===== src/siss_cfg.svh =====
/*
  Constants for the switch input scan sequencer: channel counts, field widths,
  the no-channel code and timing figures. Assumes a 25 MHz system clock.
*/
`ifndef SISS_CFG_SVH
`define SISS_CFG_SVH
`define SISS_NCH          24
`define SISS_HALF_CH      12
`define SISS_CH_W         5
`define SISS_LVL_W        3
`define SISS_ADC_W        10
`define SISS_CFG_W        36
`define SISS_NONE         5'h18
`define SISS_US_NS        1000
`define SISS_CLK_NS       40
`define SISS_CYC_PER_US   (`SISS_US_NS / `SISS_CLK_NS)
`define SISS_DIV_W        5
`define SISS_TMR_W        16
`define SISS_PER_W        23
`define SISS_ACT_BASE_US  64
`define SISS_ACT_SEL_MAX  3'h5
`define SISS_PER_BASE_MS  2
`define SISS_MS_US        1000
`define SISS_PER_SEL_MAX  4'hB
`define SISS_STARTUP_US   100
`endif


===== src/siss_pkg.sv =====
/*
  Types for the switch input scan sequencer: states, level codes and the
  sample request and answer carriers. Assumes siss_cfg.svh is on the include path.
*/
`include "siss_cfg.svh"
package siss_pkg;
  typedef enum logic [2:0] {
    SISS_IDLE    = 3'h0,
    SISS_STARTUP = 3'h1,
    SISS_WET     = 3'h2,
    SISS_SAMPLE  = 3'h3,
    SISS_WAITP   = 3'h4
  } siss_state_t;

  typedef enum logic [`SISS_LVL_W-1:0] {
    SISS_LVL_0MA  = 3'h0,
    SISS_LVL_1MA  = 3'h1,
    SISS_LVL_2MA  = 3'h2,
    SISS_LVL_5MA  = 3'h3,
    SISS_LVL_10MA = 3'h4,
    SISS_LVL_15MA = 3'h5
  } siss_lvl_t;

  typedef struct packed {
    logic [`SISS_CH_W-1:0] ch;
    logic                  use_adc;
  } siss_req_t;

  typedef struct packed {
    logic                   above;
    logic [`SISS_ADC_W-1:0] code;
  } siss_rsp_t;
endpackage : siss_pkg


===== src/siss_top.sv =====
/*
  Switch input scan sequencer: continuous and standard polling scans over
  twenty-four inputs, result storage, change detection and the alert line.
  Assumes a same-clock sampler answers each request with sample_ack, and the
  host interface pulses int_stat_read when the interrupt status is read.
*/
`include "siss_cfg.svh"
module siss_top
  import siss_pkg::*;
#(
  parameter logic [`SISS_TMR_W-1:0] STARTUP_US  = 16'(`SISS_STARTUP_US),
  parameter logic [`SISS_TMR_W-1:0] ACT_BASE_US = 16'(`SISS_ACT_BASE_US),
  parameter logic [`SISS_PER_W-1:0] PER_BASE_US = 23'(`SISS_PER_BASE_MS * `SISS_MS_US)
) (
  input  wire logic                                 sys_clk,
  input  wire logic                                 rst_n,
  input  wire logic                                 scan_start,
  input  wire logic                                 poll_mode,
  input  wire logic                                 poll_scheme,
  input  wire logic [`SISS_CFG_W-1:0]               wetting_level_cfg_a,
  input  wire logic [`SISS_CFG_W-1:0]               wetting_level_cfg_b,
  input  wire logic [`SISS_NCH-1:0]                 input_enable,
  input  wire logic [`SISS_NCH-1:0]                 input_mode,
  input  wire logic [`SISS_NCH-1:0]                 int_enable,
  input  wire logic [2:0]                           wetting_window_len,
  input  wire logic [3:0]                           poll_period_sel,
  input  wire logic                                 int_stat_read,
  input  wire logic                                 sample_ack,
  input  wire siss_rsp_t                            sample_rsp,
  output      logic                                 sample_req_ff,
  output      siss_req_t                            sample_sel_ff,
  output      logic [`SISS_NCH-1:0]                 wetting_en_ff,
  output      logic [`SISS_NCH-1:0][`SISS_LVL_W-1:0] wetting_level_ff,
  output      logic [`SISS_NCH-1:0]                 comp_status_ff,
  output      logic [`SISS_NCH-1:0]                 adc_threshold_result_ff,
  output      logic [`SISS_NCH-1:0][`SISS_ADC_W-1:0] analog_value_ff,
  output      logic                                 status_change_flag_ff,
  output      logic                                 alert_n_ff
);

  siss_state_t                  state_ff;
  logic [`SISS_DIV_W-1:0]       div_ff;
  logic                         us_tick_ff;
  logic [`SISS_TMR_W-1:0]       tmr_ff;
  logic [`SISS_PER_W-1:0]       per_ff;
  logic [`SISS_CH_W-1:0]        ch_ff;
  logic                         first_ff;
  logic                         start_d_ff;
  logic [`SISS_NCH-1:0]         zero_mask;
  logic [`SISS_NCH-1:0]         on_mask;
  logic [`SISS_NCH-1:0]         nxt_wet;
  logic [`SISS_TMR_W-1:0]       act_us;
  logic [`SISS_PER_W-1:0]       period_us;
  logic [`SISS_CH_W-1:0]        first_chan;
  logic [`SISS_CH_W-1:0]        nxt_chan;
  logic                         start_rise;
  logic                         cycle_begin;
  logic                         sample_fire;
  logic                         ack_now;
  logic                         cycle_end;
  logic                         ref_bit;
  logic                         changed;
  logic                         set_evt;

  // Level code of one input from the two packed level fields
  function automatic logic [`SISS_LVL_W-1:0] level_of(input int ch);
    if (ch < `SISS_HALF_CH)
      level_of = wetting_level_cfg_a[ch*`SISS_LVL_W +: `SISS_LVL_W];
    else
      level_of = wetting_level_cfg_b[(ch-`SISS_HALF_CH)*`SISS_LVL_W +: `SISS_LVL_W];
  endfunction : level_of

  // Lowest enabled input at or above from; NONE when there is none
  function automatic logic [`SISS_CH_W-1:0] next_ch(input logic [`SISS_CH_W-1:0] from);
    next_ch = `SISS_NONE;
    for (int i = `SISS_NCH-1; i >= 0; i--) begin
      if (i >= int'(from) && input_enable[i])
        next_ch = 5'(i);
    end
  endfunction : next_ch

  // Per-input level decode and the set of inputs that may carry current
  always_comb begin
    for (int i = 0; i < `SISS_NCH; i++) begin
      zero_mask[i] = (level_of(i) == SISS_LVL_0MA);
    end
    on_mask = input_enable & ~zero_mask;
  end

  // Programmed window and period; out-of-range selects clamp to the longest
  assign act_us = (wetting_window_len > `SISS_ACT_SEL_MAX) ?
                  (ACT_BASE_US << `SISS_ACT_SEL_MAX) : (ACT_BASE_US << wetting_window_len);
  assign period_us = (poll_period_sel > `SISS_PER_SEL_MAX) ?
                     (PER_BASE_US << `SISS_PER_SEL_MAX) : (PER_BASE_US << poll_period_sel);

  // Sequencing events shared by the processes below
  assign start_rise  = scan_start && !start_d_ff;
  assign first_chan  = next_ch(5'h00);
  assign nxt_chan    = next_ch(5'(ch_ff + 5'h01));
  assign cycle_begin = us_tick_ff &&
                       ((state_ff == SISS_STARTUP && tmr_ff >= STARTUP_US - 16'h0001) ||
                        (state_ff == SISS_WAITP && per_ff >= period_us - 23'h000001));
  assign sample_fire = (state_ff == SISS_WET) &&
                       (!poll_mode || (us_tick_ff && tmr_ff >= act_us - 16'h0001));
  assign ack_now     = (state_ff == SISS_SAMPLE) && sample_ack;
  assign cycle_end   = (ack_now && nxt_chan == `SISS_NONE) ||
                       (cycle_begin && first_chan == `SISS_NONE);

  // Stored reference of the input just answered, chosen by its mode
  assign ref_bit = sample_sel_ff.use_adc ? adc_threshold_result_ff[sample_sel_ff.ch]
                                         : comp_status_ff[sample_sel_ff.ch];
  assign changed = ack_now && !first_ff && (ref_bit != sample_rsp.above);
  assign set_evt = (changed && int_enable[sample_sel_ff.ch]) || (cycle_end && first_ff);

  // Microsecond enable; long waits count ticks instead of clocks
  always_ff @(posedge sys_clk or negedge rst_n) begin
    if (!rst_n) begin
      div_ff     <= 5'h00;
      us_tick_ff <= 1'b0;
    end else if (div_ff == 5'(`SISS_CYC_PER_US - 1)) begin
      div_ff     <= 5'h00;
      us_tick_ff <= 1'b1;
    end else begin
      div_ff     <= 5'(div_ff + 5'h01);
      us_tick_ff <= 1'b0;
    end
  end

  // Edge detect on the scan start bit
  always_ff @(posedge sys_clk or negedge rst_n) begin
    if (!rst_n)
      start_d_ff <= 1'b0;
    else
      start_d_ff <= scan_start;
  end

  // Scan sequencer; dropping scan start aborts at once and removes current
  always_ff @(posedge sys_clk or negedge rst_n) begin
    if (!rst_n) begin
      state_ff <= SISS_IDLE;
      ch_ff    <= 5'h00;
      tmr_ff   <= 16'h0000;
    end else if (!scan_start) begin
      state_ff <= SISS_IDLE;
    end else begin
      unique case (state_ff)
        SISS_IDLE: begin
          if (start_rise) begin
            state_ff <= SISS_STARTUP;
            tmr_ff   <= 16'h0000;
          end
        end
        SISS_STARTUP, SISS_WAITP: begin
          if (cycle_begin) begin
            ch_ff    <= first_chan;
            tmr_ff   <= 16'h0000;
            state_ff <= (first_chan == `SISS_NONE) ? SISS_WAITP : SISS_WET;
          end else if (us_tick_ff && state_ff == SISS_STARTUP) begin
            tmr_ff <= 16'(tmr_ff + 16'h0001);
          end
        end
        SISS_WET: begin
          if (sample_fire)
            state_ff <= SISS_SAMPLE;
          else if (us_tick_ff)
            tmr_ff <= 16'(tmr_ff + 16'h0001);
        end
        SISS_SAMPLE: begin
          if (ack_now) begin
            tmr_ff <= 16'h0000;
            if (nxt_chan == `SISS_NONE) begin
              state_ff <= SISS_WAITP;
            end else begin
              ch_ff    <= nxt_chan;
              state_ff <= SISS_WET;
            end
          end
        end
        default: state_ff <= SISS_IDLE;
      endcase
    end
  end

  // Period timer restarts with each cycle, so inputs are revisited once a period
  always_ff @(posedge sys_clk or negedge rst_n) begin
    if (!rst_n)
      per_ff <= 23'h000000;
    else if (cycle_begin)
      per_ff <= 23'h000000;
    else if (us_tick_ff && per_ff != {`SISS_PER_W{1'b1}})
      per_ff <= 23'(per_ff + 23'h000001);
  end

  // First-cycle marker: set on scan start, cleared as the first cycle closes
  always_ff @(posedge sys_clk or negedge rst_n) begin
    if (!rst_n)
      first_ff <= 1'b0;
    else if (state_ff == SISS_IDLE && start_rise)
      first_ff <= 1'b1;
    else if (cycle_end)
      first_ff <= 1'b0;
  end

  // Current switches: all live inputs in continuous mode, one window at a time when polling;
  // matrix scheme is not built here, so either scheme select runs standard polling
  always_comb begin
    nxt_wet = '0;
    if (state_ff == SISS_WET || state_ff == SISS_SAMPLE || state_ff == SISS_WAITP) begin
      if (!poll_mode)
        nxt_wet = on_mask;
      else if (state_ff != SISS_WAITP && poll_scheme == poll_scheme)
        nxt_wet = on_mask & (24'h000001 << ch_ff);
    end
  end

  always_ff @(posedge sys_clk or negedge rst_n) begin
    if (!rst_n)
      wetting_en_ff <= '0;
    else
      wetting_en_ff <= nxt_wet;
  end

  // Level codes handed to the current sources for every input
  always_ff @(posedge sys_clk or negedge rst_n) begin
    if (!rst_n) begin
      wetting_level_ff <= '0;
    end else begin
      for (int i = 0; i < `SISS_NCH; i++)
        wetting_level_ff[i] <= level_of(i);
    end
  end

  // Sample request: a one-cycle pulse, with channel and route held until the next
  always_ff @(posedge sys_clk or negedge rst_n) begin
    if (!rst_n) begin
      sample_req_ff <= 1'b0;
      sample_sel_ff <= '0;
    end else begin
      sample_req_ff <= sample_fire;
      if (sample_fire) begin
        sample_sel_ff.ch      <= ch_ff;
        sample_sel_ff.use_adc <= input_mode[ch_ff];
      end
    end
  end

  // Result store; only window samples land here, so changes between windows vanish
  always_ff @(posedge sys_clk or negedge rst_n) begin
    if (!rst_n) begin
      comp_status_ff          <= '0;
      adc_threshold_result_ff <= '0;
      analog_value_ff         <= '0;
    end else if (ack_now) begin
      if (sample_sel_ff.use_adc) begin
        adc_threshold_result_ff[sample_sel_ff.ch] <= sample_rsp.above;
        analog_value_ff[sample_sel_ff.ch]         <= sample_rsp.code;
      end else begin
        comp_status_ff[sample_sel_ff.ch] <= sample_rsp.above;
      end
    end
  end

  // Change flag and alert line; a new event wins over a read in the same cycle
  always_ff @(posedge sys_clk or negedge rst_n) begin
    if (!rst_n) begin
      status_change_flag_ff <= 1'b0;
      alert_n_ff            <= 1'b1;
    end else if (set_evt) begin
      status_change_flag_ff <= 1'b1;
      alert_n_ff            <= 1'b0;
    end else if (int_stat_read) begin
      status_change_flag_ff <= 1'b0;
      alert_n_ff            <= 1'b1;
    end
  end
endmodule : siss_top


===== config.mk =====
export PLATFORM = sky130hd
export DESIGN_NAME = siss_top
export DESIGN_NICKNAME = d
export VERILOG_FILES = /design/src/siss_pkg.sv /design/src/siss_top.sv
export VERILOG_INCLUDE_DIRS = /design/src
export SDC_FILE = /design/constraint.sdc
export NUM_CORES = 1
export LEC_CHECK = 0
export BUFFER_PORTS_ARGS = -buffer_cell sky130_fd_sc_hd__buf_2
export CAP_MARGIN = 20
export CORE_UTILIZATION = 40
export CTS_BUF_LIST = sky130_fd_sc_hd__clkbuf_8 sky130_fd_sc_hd__clkbuf_16
export DETAILED_ROUTE_END_ITERATION = 6
export PLACE_DENSITY_LB_ADDON = 0.08
export SYNTH_ARGS = -nofsm -noshare
export SYNTH_HDL_FRONTEND = slang
export SYNTH_SLANG_ARGS = --single-unit

===== constraint.sdc =====
create_clock -name sys_clk -period 4.7 [get_ports sys_clk]
set_clock_uncertainty 0.05 [all_clocks]
set_input_delay 0.94 -clock sys_clk [delete_from_list [all_inputs] [get_ports sys_clk]]
set_output_delay 0.94 -clock sys_clk [all_outputs]
set_load 0.01 [all_outputs]

; ---- After elaboration in Yosys (flattened, before gate mapping)
; Cells that the tools add are included.
[totals]
out_inout_bits = 393
register_bits = 448
wordCells = 314
in_bits = 169
[classes]
n_shift = 3
reduce_logical = 86
mux = 98
magnitude_cmp = 32
addsub = 6
n_bitwise = 4
eq_ne = 21
[ops]
columns = op, count
row1 = $bwmux W240, 1
row2 = $mux W5, 36
row3 = $mux W16, 7
row4 = $logic_not A3 Y1, 25
row5 = $mux W24, 3
row6 = $mux W23, 3
row7 = $mux W4, 16
row8 = $pmux W16 S4, 1
row9 = $demux W10 S5, 1
row10 = $and A24 B24 Y24, 2
row11 = $bwmux W24, 2
row12 = $logic_and A1 B1 Y1, 41
row13 = $ge A4 B5 Y1 const A, 8
row14 = $ge A5 B5 Y1 const A, 8
row15 = $not A24 Y24, 1
row16 = $shl A1 B5 Y24 const A, 1
row17 = $add A23 B1 Y23 const B, 1
row18 = $ge A23 B23 Y1, 1
row19 = $ne A23 B23 Y1 const B, 1
row20 = $shl A11 B4 Y23 const A, 1
row21 = $sub A23 B1 Y23 const B, 1
row22 = $mux W3, 7
row23 = $bmux W1 S5, 4
row24 = $ge A3 B5 Y1 const A, 4
row25 = 34 further kinds, 74

; ---- Depth between registers and ports, before layout
; Gate-level depths: netlist (run 1).
[depth]
word_depth = 33
depth_mapped = 19

; ---- Least setup slack after synthesis (run 1)
; OpenSTA, ideal clock, no wires.
[synth_path]
kind = input port to flip-flop
start = input poll_period_sel[3]
end = register tmr_ff[10]
t_arrival_ns = 4.140
stages = 18
t_required_ns = 4.518
setup_ns = 0.132
setup_slack_ns = 0.378
cell_sequence = clkbuf_1 -> nor2_1 -> nand3b_1 -> ha_1 -> nand2_1 -> o21ai_0 -> a21oi_1 -> mux2i_1 -> ha_1 -> nand4_1 -> or4_1 -> o31ai_1 -> nor2_1 -> a211oi_1 -> nor2_1 -> nor2_1 -> clkbuf_1 -> nor2_1
[synth_between]
elab_chain_len = 9
[synth_lines]
columns = element, line_no
row1 = "start, declared", siss_top.sv:26  ; input wire logic [3:0] poll_period_sel,
row2 = $shl A11 B4 Y23 or $gt A4 B4 Y1 (tied branches), n/a
row3 = $mux W23 *, siss_top.sv:93  ; assign period_us = (poll_period_sel > `SISS_PER_SEL_MAX) ?
row4 = $sub A23 B1 Y23 *, siss_top.sv:102  ; (state_ff == SISS_WAITP && per_ff >= period_us - 23'h000001));
row5 = $ge A23 B23 Y1 *, siss_top.sv:102
row6 = $logic_and A1 B1 Y1 *, siss_top.sv:102
row7 = $logic_or A1 B1 Y1 *, siss_top.sv:101  ; ((state_ff == SISS_STARTUP && tmr_ff >= STARTUP_US - 16'h0001) ||
row8 = $logic_and A1 B1 Y1 *, siss_top.sv:100  ; assign cycle_begin = us_tick_ff &&
row9 = $ne A3 B3 Y1 (no source line) or $mux W16 (tied branches), n/a
row10 = $reduce_and A7 Y1 (no source line) or $pmux W16 S4 (tied branches), n/a
row11 = "end signal, assigned", siss_top.sv:159  ; tmr_ff <= 16'(tmr_ff + 16'h0001);
row12 = "end signal, assigned", siss_top.sv:166  ; tmr_ff <= 16'(tmr_ff + 16'h0001);
row13 = "end, declared", siss_top.sv:44  ; logic [`SISS_TMR_W-1:0] tmr_ff;
; Every way passes the cells marked *; elsewhere a longest branch is shown, timed or not.
; A chain may end at the register's enable or synchronous reset.

; ---- Worst setup path in the final report (run 1)
[layout_path]
start = input poll_period_sel[0]
end = register state_ff[0]
[layout_between]
elab_chain_len = 9
[layout_lines]
columns = element, line_no
row1 = $shl A11 B4 Y23 or $gt A4 B4 Y1 (tied branches), n/a
row2 = $mux W23 *, siss_top.sv:93
row3 = $sub A23 B1 Y23 *, siss_top.sv:102
row4 = $ge A23 B23 Y1 *, siss_top.sv:102
row5 = $logic_and A1 B1 Y1 *, siss_top.sv:102
row6 = $logic_or A1 B1 Y1 *, siss_top.sv:101
row7 = $logic_and A1 B1 Y1 *, siss_top.sv:100
row8 = $ne A3 B3 Y1 (no source line) *, n/a
row9 = $reduce_and A4 Y1 (no source line) *, n/a
row10 = "end signal, assigned", siss_top.sv:157  ; state_ff <= (first_chan == `SISS_NONE) ? SISS_WAITP : SISS_WET;
row11 = "end, declared", siss_top.sv:41  ; siss_state_t state_ff;
; Marked as above.

==> results of run 1 <==
## state kept, by name (all words and copies together), names as in the netlist, 6 cells and up
| name | cells |
|---|---|
| sample_sel_ff | 6 |
| analog_value_ff | 240 |
| tmr_ff | 16 |
| per_ff | 23 |
| wetting_en_ff | 24 |
| adc_threshold_result_ff | 24 |
| comp_status_ff | 24 |
| wetting_level_ff | 72 |
## power by group through the flow
stage	Sequential [mW]	Clock (mW)	Combinational, mW
after floorplan	4.19	0	1.15
after global placement	4.27	0	1.90
after detailed placement	4.28	0	1.91
after CTS	4.21	4.06	1.92
after global routing	4.23	4.19	2.09
final	4.20	3.97	1.91
## worst reg2reg max path, stage by stage (launching register included)
cell,delay [ns]
dfrtp_1,0.44
buf_4,0.31
ha_1,0.55
nor3_2,0.12
o31a_1,0.37
nor4_2,0.53
o221ai_1,0.21
nand4b_4,0.26
or4_4,0.52
and2_4,0.20
mux2_4,0.29
## cells in the mapped netlist, types with 5 or more instances
| master | number | area [µm²] |
|---|---|---|
| and4_1 | 5 | 43.8 |
| nand2_1 | 113 | 424 |
| xor2_1 | 15 | 131 |
| clkbuf_1 | 80 | 300 |
| nor4_1 | 14 | 87.6 |
| a211oi_1 | 8 | 60.1 |
| a21o_1 | 6 | 45.0 |
| mux2i_1 | 6 | 60.1 |
| o311ai_0 | 26 | 228 |
| nand3_1 | 36 | 180 |
| and3_1 | 9 | 56.3 |
| a21oi_1 | 63 | 315 |
| nor3b_1 | 8 | 60.1 |
| ha_1 | 40 | 500 |
| o211ai_1 | 8 | 60.1 |
| nand4_1 | 10 | 62.6 |
| dfrtp_1 | 447 | 11200 |
| mux4_2 | 25 | 563 |
| o21ai_1 | 5 | 25.0 |
| or2_2 | 7 | 43.8 |
| and2_1 | 6 | 37.5 |
| inv_1 | 37 | 139 |
| o31ai_1 | 7 | 52.6 |
| xnor2_1 | 26 | 228 |
| o21ai_0 | 37 | 185 |
| o21a_1 | 11 | 82.6 |
| o22ai_1 | 8 | 50.1 |
| nor3_1 | 31 | 155 |
| nor2b_1 | 7 | 43.8 |
| nor4b_1 | 5 | 43.8 |
| nor2_1 | 125 | 469 |
| nand2b_1 | 15 | 93.8 |
| mux2_2 | 293 | 3300 |
| buf_2 | 10 | 50.1 |
## kinds of logic (layout without fill, tap and decap cells)
family,Yosys count,count (layout),share of synthesized area [%]
compound gates,235,235,7.98
xor+xnor,42,42,1.86
fa+ha+maj,40,40,2.47
buf+inv,131,719,2.53
flops,448,448,55.4
mux,326,326,19.5
other cells,1,7,0.0185
simple gates,418,418,10.2
## cells in the final DEF (no fill, tap or decap), types with 5 or more instances in the layout
cell type | synthesis | final
o31ai_1 | 7 | 7
dfrtp_1 | 447 | 445
a21o_1 | 6 | 6
a211oi_1 | 8 | 8
nor2b_1 | 7 | 7
mux2_2 | 293 | 293
xor2_1 | 15 | 15
and2_1 | 6 | 6
clkbuf_16 | 0 | 51
o21ai_0 | 37 | 37
nor2_1 | 125 | 125
buf_2 | 10 | 559
nor3b_1 | 8 | 8
o21a_1 | 11 | 11
or2_2 | 7 | 7
nand4_1 | 10 | 10
nand3_1 | 36 | 36
o311ai_0 | 26 | 26
clkbuf_8 | 0 | 16
a21oi_1 | 63 | 63
inv_1 | 37 | 50
o22ai_1 | 8 | 8
buf_4 | 2 | 26
mux4_2 | 25 | 25
nor3_1 | 31 | 30
o21ai_1 | 5 | 5
mux2i_1 | 6 | 6
nor4b_1 | 5 | 5
and3_1 | 9 | 9
ha_1 | 40 | 40
xnor2_1 | 26 | 26
and4_1 | 5 | 5
nand2b_1 | 15 | 15
nor4_1 | 14 | 14
clkinv_2 | 0 | 6
o211ai_1 | 8 | 8
nand2_1 | 113 | 113
## per-layer routing
| metal | share of wire (%) | vias up | track usage, % |
|---|---|---|---|
| li1 | - | 7022 | - |
| met1 | 42 | 7879 | 33.3 |
| met2 | 48 | 465 | 40.8 |
| met3 | 7.5 | 94 | 7.35 |
| met4 | 2.5 | 0 | 8.02 |
| met5 | 0 | - | 0 |
## area by class of cell
type                       count  area (µm²)  area share [%]
antenna                        3        7.51          0.0294
clock buffer                  67        1500            5.86
clock inverter                25         215           0.843
inverter                      37         139           0.544
multi-input combinational   1065        8520            33.4
sequential                   448       11200            43.9
tap                          672         841            3.29
timing repair buffer         590        3090            12.1
## worst max path at each step
stage / startpoint / endpoint / slack (ns) / depth (start not counted)
detailed placement: poll_period_sel[0] / state_ff[0] / 0.02 / 18
CTS: poll_period_sel[0] / state_ff[0] / 0.64 / 18
global route: poll_period_sel[0] / state_ff[0] / 0.35 / 18
global placement: poll_period_sel[0] / state_ff[0] / 0.1 / 18
floorplan: poll_period_sel[3] / tmr_ff[10] / 0.38 / 18
finish: poll_period_sel[0] / state_ff[0] / 0.61 / 18
## stage by stage
step / power [mW] / std cells
6_report: 10.1 / 2907
3_5_place_dp: 6.18 / 2812
5_1_grt: 10.5 / 2904
2_1_floorplan: 5.34 / 1644
3_3_place_gp: 6.18 / 2812
4_1_cts: 10.2 / 2904
==> metrics, run 1 <==
status=finished, final reports clean; sequential area share after synthesis=55.4%; final instance area=25500 µm²; initial antenna violation count=6; final setup vio count=0; worst hold margin=0.380 ns; register bit total from synthesis=448; DP Worst Slack=0.0243 ns; pin count of the biggest net entering global routing=104; P_int=7.05 mW; R2R depth=10; top cell family by delay on the critical path=simple AND/OR/NAND/NOR gates; routability cong.=0.940; Mapped Cells=1641; placed cell area=23800 µm²; vias in the first global route=15700; share of layout cells above drive strength 1=45.6%; DPL Wire Length=48.4 mm; worst path bufs/invs=2; Post-Syn Area=20200 µm²; HP Class=primary input to asynchronous set/reset pin; Core ar.=50100 µm²; Core Rows=82; CTS tree=built; Flop pwr share=41.7%; IO Port Bufs=560; clk root buf=clkbuf_16; Routed WL=66.5 mm; first-pass GRT wire length=98.3 mm; Via density=5.32; Clock power frac=39.4%; max incr delay on CP=0.52 ns; Sink Count=448; Slew @ Worst Pin=1.02 ns; global route total overflow=0; post-CTS sizing=0; Initial DRC Count=714; highest-delay cell along the critical path=or4_1; Netlist cell types=92; CTS HTree Levels=2; Pleak=13.3 nW; fin crit share=87.0%; Slew Limit Fails=0; maximum vdd ir drop=247 µV; average wire per standard cell=22.9 µm; unrepaired setup endpoints after global routing=false; Final min period=4.09 ns; endpoint class of the critical path=flop; Setup Total Neg Slack=0 ns; Initial Utilization=40.4%; Switching Share=30.1%; WP data arrival=4.55 ns; fill cell count=4602; synth warn=0; Pre-antenna DRT Iters=5; Critical R2R Launch=ch_ff[0]; Primary FF master, synth=dfrtp_1; slew margin rel.=31.8%; sequence of cells on the critical path=buf_2 > nor2_1 > nand2_1 > ha_1 > nand2_1 > o21ai_0 > a21oi_1 > mux2i_1 > ha_1 > nand4_1 > or4_1 > o31ai_1 > buf_4 > nor2_1 > a21oi_1 > o21ai_0 > or3_1 > a21boi_0; Max clock buf depth=3; Die ar.=51500 µm²; Clk pin slew, worst setup/hold paths=0.06 ns; Comb power frac=18.9%; post-layout util=51.0%; Post CTS Setup Buffer Count=0; IO Pins=562; Die X=227 µm; WP data required=5.16 ns; CTS Hold Bufs=0; Mapped Avg Cell Area=12.3 µm²; Routed Antenna Nets=0; Startpoint Class=primary input; Final nets=2401; via count=15500; reg2reg end=ch_ff[1]; post-route setup slack=0.611 ns; Max Freq=245 MHz; PD cells=395 nW/µm²; total CTS buffers=50; flop2flop setup slack=0.73 ns; NetSw=3.03 mW; Synth-to-Final Area Change=26.2%; FFs w/ async S/R, synth=100%; Max-Cap Viols=0; Die H=227 µm; worst-path maximum fanout=9; clock latency at the later pin of the worst-skew pair=0.61 ns; CP Class=primary input to flop; EDFF count, synth=0; GRT Util Overall=25.5%; DRC viols=0; final hold viol count=0
(Power assumes the default switching activity.)
==> run 2: changes to the inputs <==
--- a/config.mk
+++ b/config.mk
@@ -8,6 +8,7 @@
 export LEC_CHECK = 0
 export BUFFER_PORTS_ARGS = -buffer_cell sky130_fd_sc_hd__buf_2
 export CAP_MARGIN = 20
+export CORE_ASPECT_RATIO = 1.25
 export CORE_UTILIZATION = 40
 export CTS_BUF_LIST = sky130_fd_sc_hd__clkbuf_8 sky130_fd_sc_hd__clkbuf_16
 export DETAILED_ROUTE_END_ITERATION = 6
==> run 2 against run 1 <==
  * Register-to-register slack improved by 0.18 ns
  * Count of clock-buffer cells in the layout fell by 8
  * Setup slack improved by 0.022 ns
  * Combinational power barely moved
  * Critical endpoint unchanged
  * Sequential power barely moved
  * Power fell by 3.1%
  * Die area barely moved
  * First-iteration DRC count rose by 4.8%
  * Highest routed layer is now met5
  * Sequential share of layout area rose by 0.33 points
  * Wire length rose by 2.5%
  * Non-clock buffer count rose by 5
==> metrics, run 2 (synthesized netlist as in run 1, its figures left out) <==
Die H=253 µm (was 227 µm); max reg flops=240 (unchanged); Via density=5.38 (was 5.32); GRT Util Overall=26.2% (was 25.5%); Die X=203 µm (was 227 µm); final setup vio count=0 (unchanged); most frequent cells in the layout=559 x buf_2, 446 x dfrtp_1, 293 x mux2_2 (was 559 x buf_2, 445 x dfrtp_1, 293 x mux2_2); unrepaired setup endpoints after global routing=false (unchanged); vias in the first global route=16000 (was 15700); Routed WL=68.1 mm (was 66.5 mm); CTS HTree Levels=2 (unchanged); fin crit share=86.5% (was 87.0%); Initial DRC Count=748 (was 714); Pleak=13.2 nW (was 13.3 nW); Max Freq=246 MHz (was 245 MHz); critical path depth=17 (was 18); via count=15500 (about the same); CTS Hold Bufs=0 (unchanged); multi-input logic area=8520 µm² (unchanged); endpoint class of the critical path=flop (unchanged); Sink Count=448 (unchanged); post-CTS sizing=0 (unchanged); Final nets=2403 (was 2401); Reg area=11200 µm² (about the same); WP data required=5.14 ns (was 5.16 ns); HP Class=primary input to asynchronous set/reset pin (unchanged); first-pass GRT wire length=101 mm (was 98.3 mm); pin count of the biggest net entering global routing=104 (unchanged); top flop regs=analog_value_ff x240, wetting_level_ff x72 (unchanged); final instance area=25300 µm² (was 25500 µm²); routability cong.=0.912 (was 0.940); clk root buf=clkbuf_16 (unchanged); DRC viols=0 (unchanged); PD cells=386 nW/µm² (was 395 nW/µm²); DP Worst Slack=0.0524 ns (was 0.0243 ns); post-layout util=51.0% (about the same); final hold viol count=0 (unchanged); Setup Total Neg Slack=0 ns (unchanged); total CTS buffers=47 (was 50); post-route setup slack=0.633 ns (was 0.611 ns); flop2flop setup slack=0.91 ns (was 0.73 ns); top cell family by delay on the critical path=simple AND/OR/NAND/NOR gates (unchanged); worst path bufs/invs=1 (was 2); Post CTS Setup Buffer Count=0 (unchanged); sequence of cells on the critical path=buf_2 > nor2_1 > nand2_1 > ha_1 > nand2_1 > o21ai_0 > a21oi_1 > mux2i_1 > ha_1 > nand4_1 > or4_1 > o31ai_1 > nor2_1 > a21oi_1 > o21ai_0 > or3_1 > a21boi_0 (was buf_2 > nor2_1 > nand2_1 > ha_1 > nand2_1 > o21ai_0 > a21oi_1 > mux2i_1 > ha_1 > nand4_1 > or4_1 > o31ai_1 > buf_4 > nor2_1 > a21oi_1 > o21ai_0 > or3_1 > a21boi_0); R2R depth=9 (was 10); Die ar.=51500 µm² (about the same); initial antenna violation count=7 (was 6); Max-Cap Viols=0 (unchanged); Pre-antenna DRT Iters=5 (unchanged); Core Rows=91 (was 82); maximum vdd ir drop=315 µV (was 247 µV); CTS tree=built (unchanged); Startpoint Class=primary input (unchanged); worst-path maximum fanout=9 (unchanged); origin of the worst setup path=poll_period_sel[0] (unchanged); average wire per standard cell=23.6 µm (was 22.9 µm); global route total overflow=0 (unchanged); WP data arrival=4.51 ns (was 4.55 ns); share of layout cells above drive strength 1=45.5% (was 45.6%); fill cell count=4558 (was 4602); placed instance count=2796 (was 2812); reg2reg end=ch_ff[2] (was ch_ff[1]); clock latency at the later pin of the worst-skew pair=0.59 ns (was 0.61 ns); Reg with most FFs=analog_value_ff (unchanged); Worst setup endpoint=state_ff[0] (unchanged); highest-delay cell along the critical path=or4_1 (unchanged); Slew @ Worst Pin=0.938 ns (was 1.02 ns); slew margin rel.=37.3% (was 31.8%); Max clock buf depth=3 (unchanged); Slew Limit Fails=0 (unchanged); commonest non-fill, non-tap cell in the layout=buf_2 (unchanged); IO Port Bufs=560 (unchanged); Final min period=4.07 ns (was 4.09 ns); Core ar.=49600 µm² (was 50100 µm²); IO Pins=562 (unchanged); placed cell area=23800 µm² (about the same); CP Class=primary input to flop (unchanged); status=finished, final reports clean (unchanged); Clk pin slew, worst setup/hold paths=0.06 ns (about the same); DPL Wire Length=50.6 mm (was 48.4 mm); Synth-to-Final Area Change=25.2% (was 26.2%); Initial Utilization=40.7% (was 40.4%); Routed Antenna Nets=0 (unchanged); Cell Count, Final, Fillers Out=2883 (was 2907); max incr delay on CP=0.51 ns (was 0.52 ns); Critical R2R Launch=ch_ff[1] (was ch_ff[0])
-- run 2: changes by cell type in the layout (fill, tap and decap cells not counted), sizes merged, moves of 2 or more --
cell      change
diode         -2
clkbuf        -8
inv           +2
buf           +5
clkinvlp      +2
-- run 2: cell type report --
| type | count | share of cell area (%) |
|---|---|---|
| clock buffer | 59 | 5.29 |
| clock inverter | 27 | 0.691 |
| multi-input combinational | 1065 | 33.6 |
| sequential | 448 | 44.3 |
| tap | 651 | 3.22 |
| timing repair buffer | 595 | 12.3 |
| inverter | 37 | 0.548 |
| antenna | 1 | 0.00988 |
-- run 2: through the flow --
| stage | hold WS, ns | power, mW |
|---|---|---|
| floorplan | 0.404 | 5.34 |
| global placement | 0.424 | 6.19 |
| detailed placement | 0.437 | 6.19 |
| CTS | 0.390 | 9.88 |
| global route | 0.401 | 10.2 |
| finish | 0.353 | 9.77 |
-- run 2: worst min-delay path by stage --
stage / cells past startpoint / to / from
finish: 1 / per_ff[8] / rst_n
detailed placement: 1 / analog_value_ff[227] / analog_value_ff[227]
CTS: 1 / wetting_level_ff[41] / wetting_level_cfg_b[5]
global route: 1 / wetting_level_ff[16] / wetting_level_cfg_a[16]
floorplan: 1 / div_ff[0] / div_ff[0]
global placement: 1 / div_ff[0] / div_ff[0]
-- run 2: metal layers --
layer	GRT usage (%)	share of wire, %	up-vias
met1	30.2	38	7847
met5	0	0.038	-
met4	8.85	2.9	4
met2	46.4	52	531
li1	-	-	7008
met3	7.22	7.2	114
-- run 2: where the power goes --
group / leakage, nW / switching [mW] / internal [mW] / total [mW]
sequential: 5.94 / 0.223 / 3.99 / 4.21
clock: 0.798 / 1.60 / 2.07 / 3.67
combinational: 6.50 / 1.16 / 0.730 / 1.89
total: 13.2 / 2.98 / 6.79 / 9.77
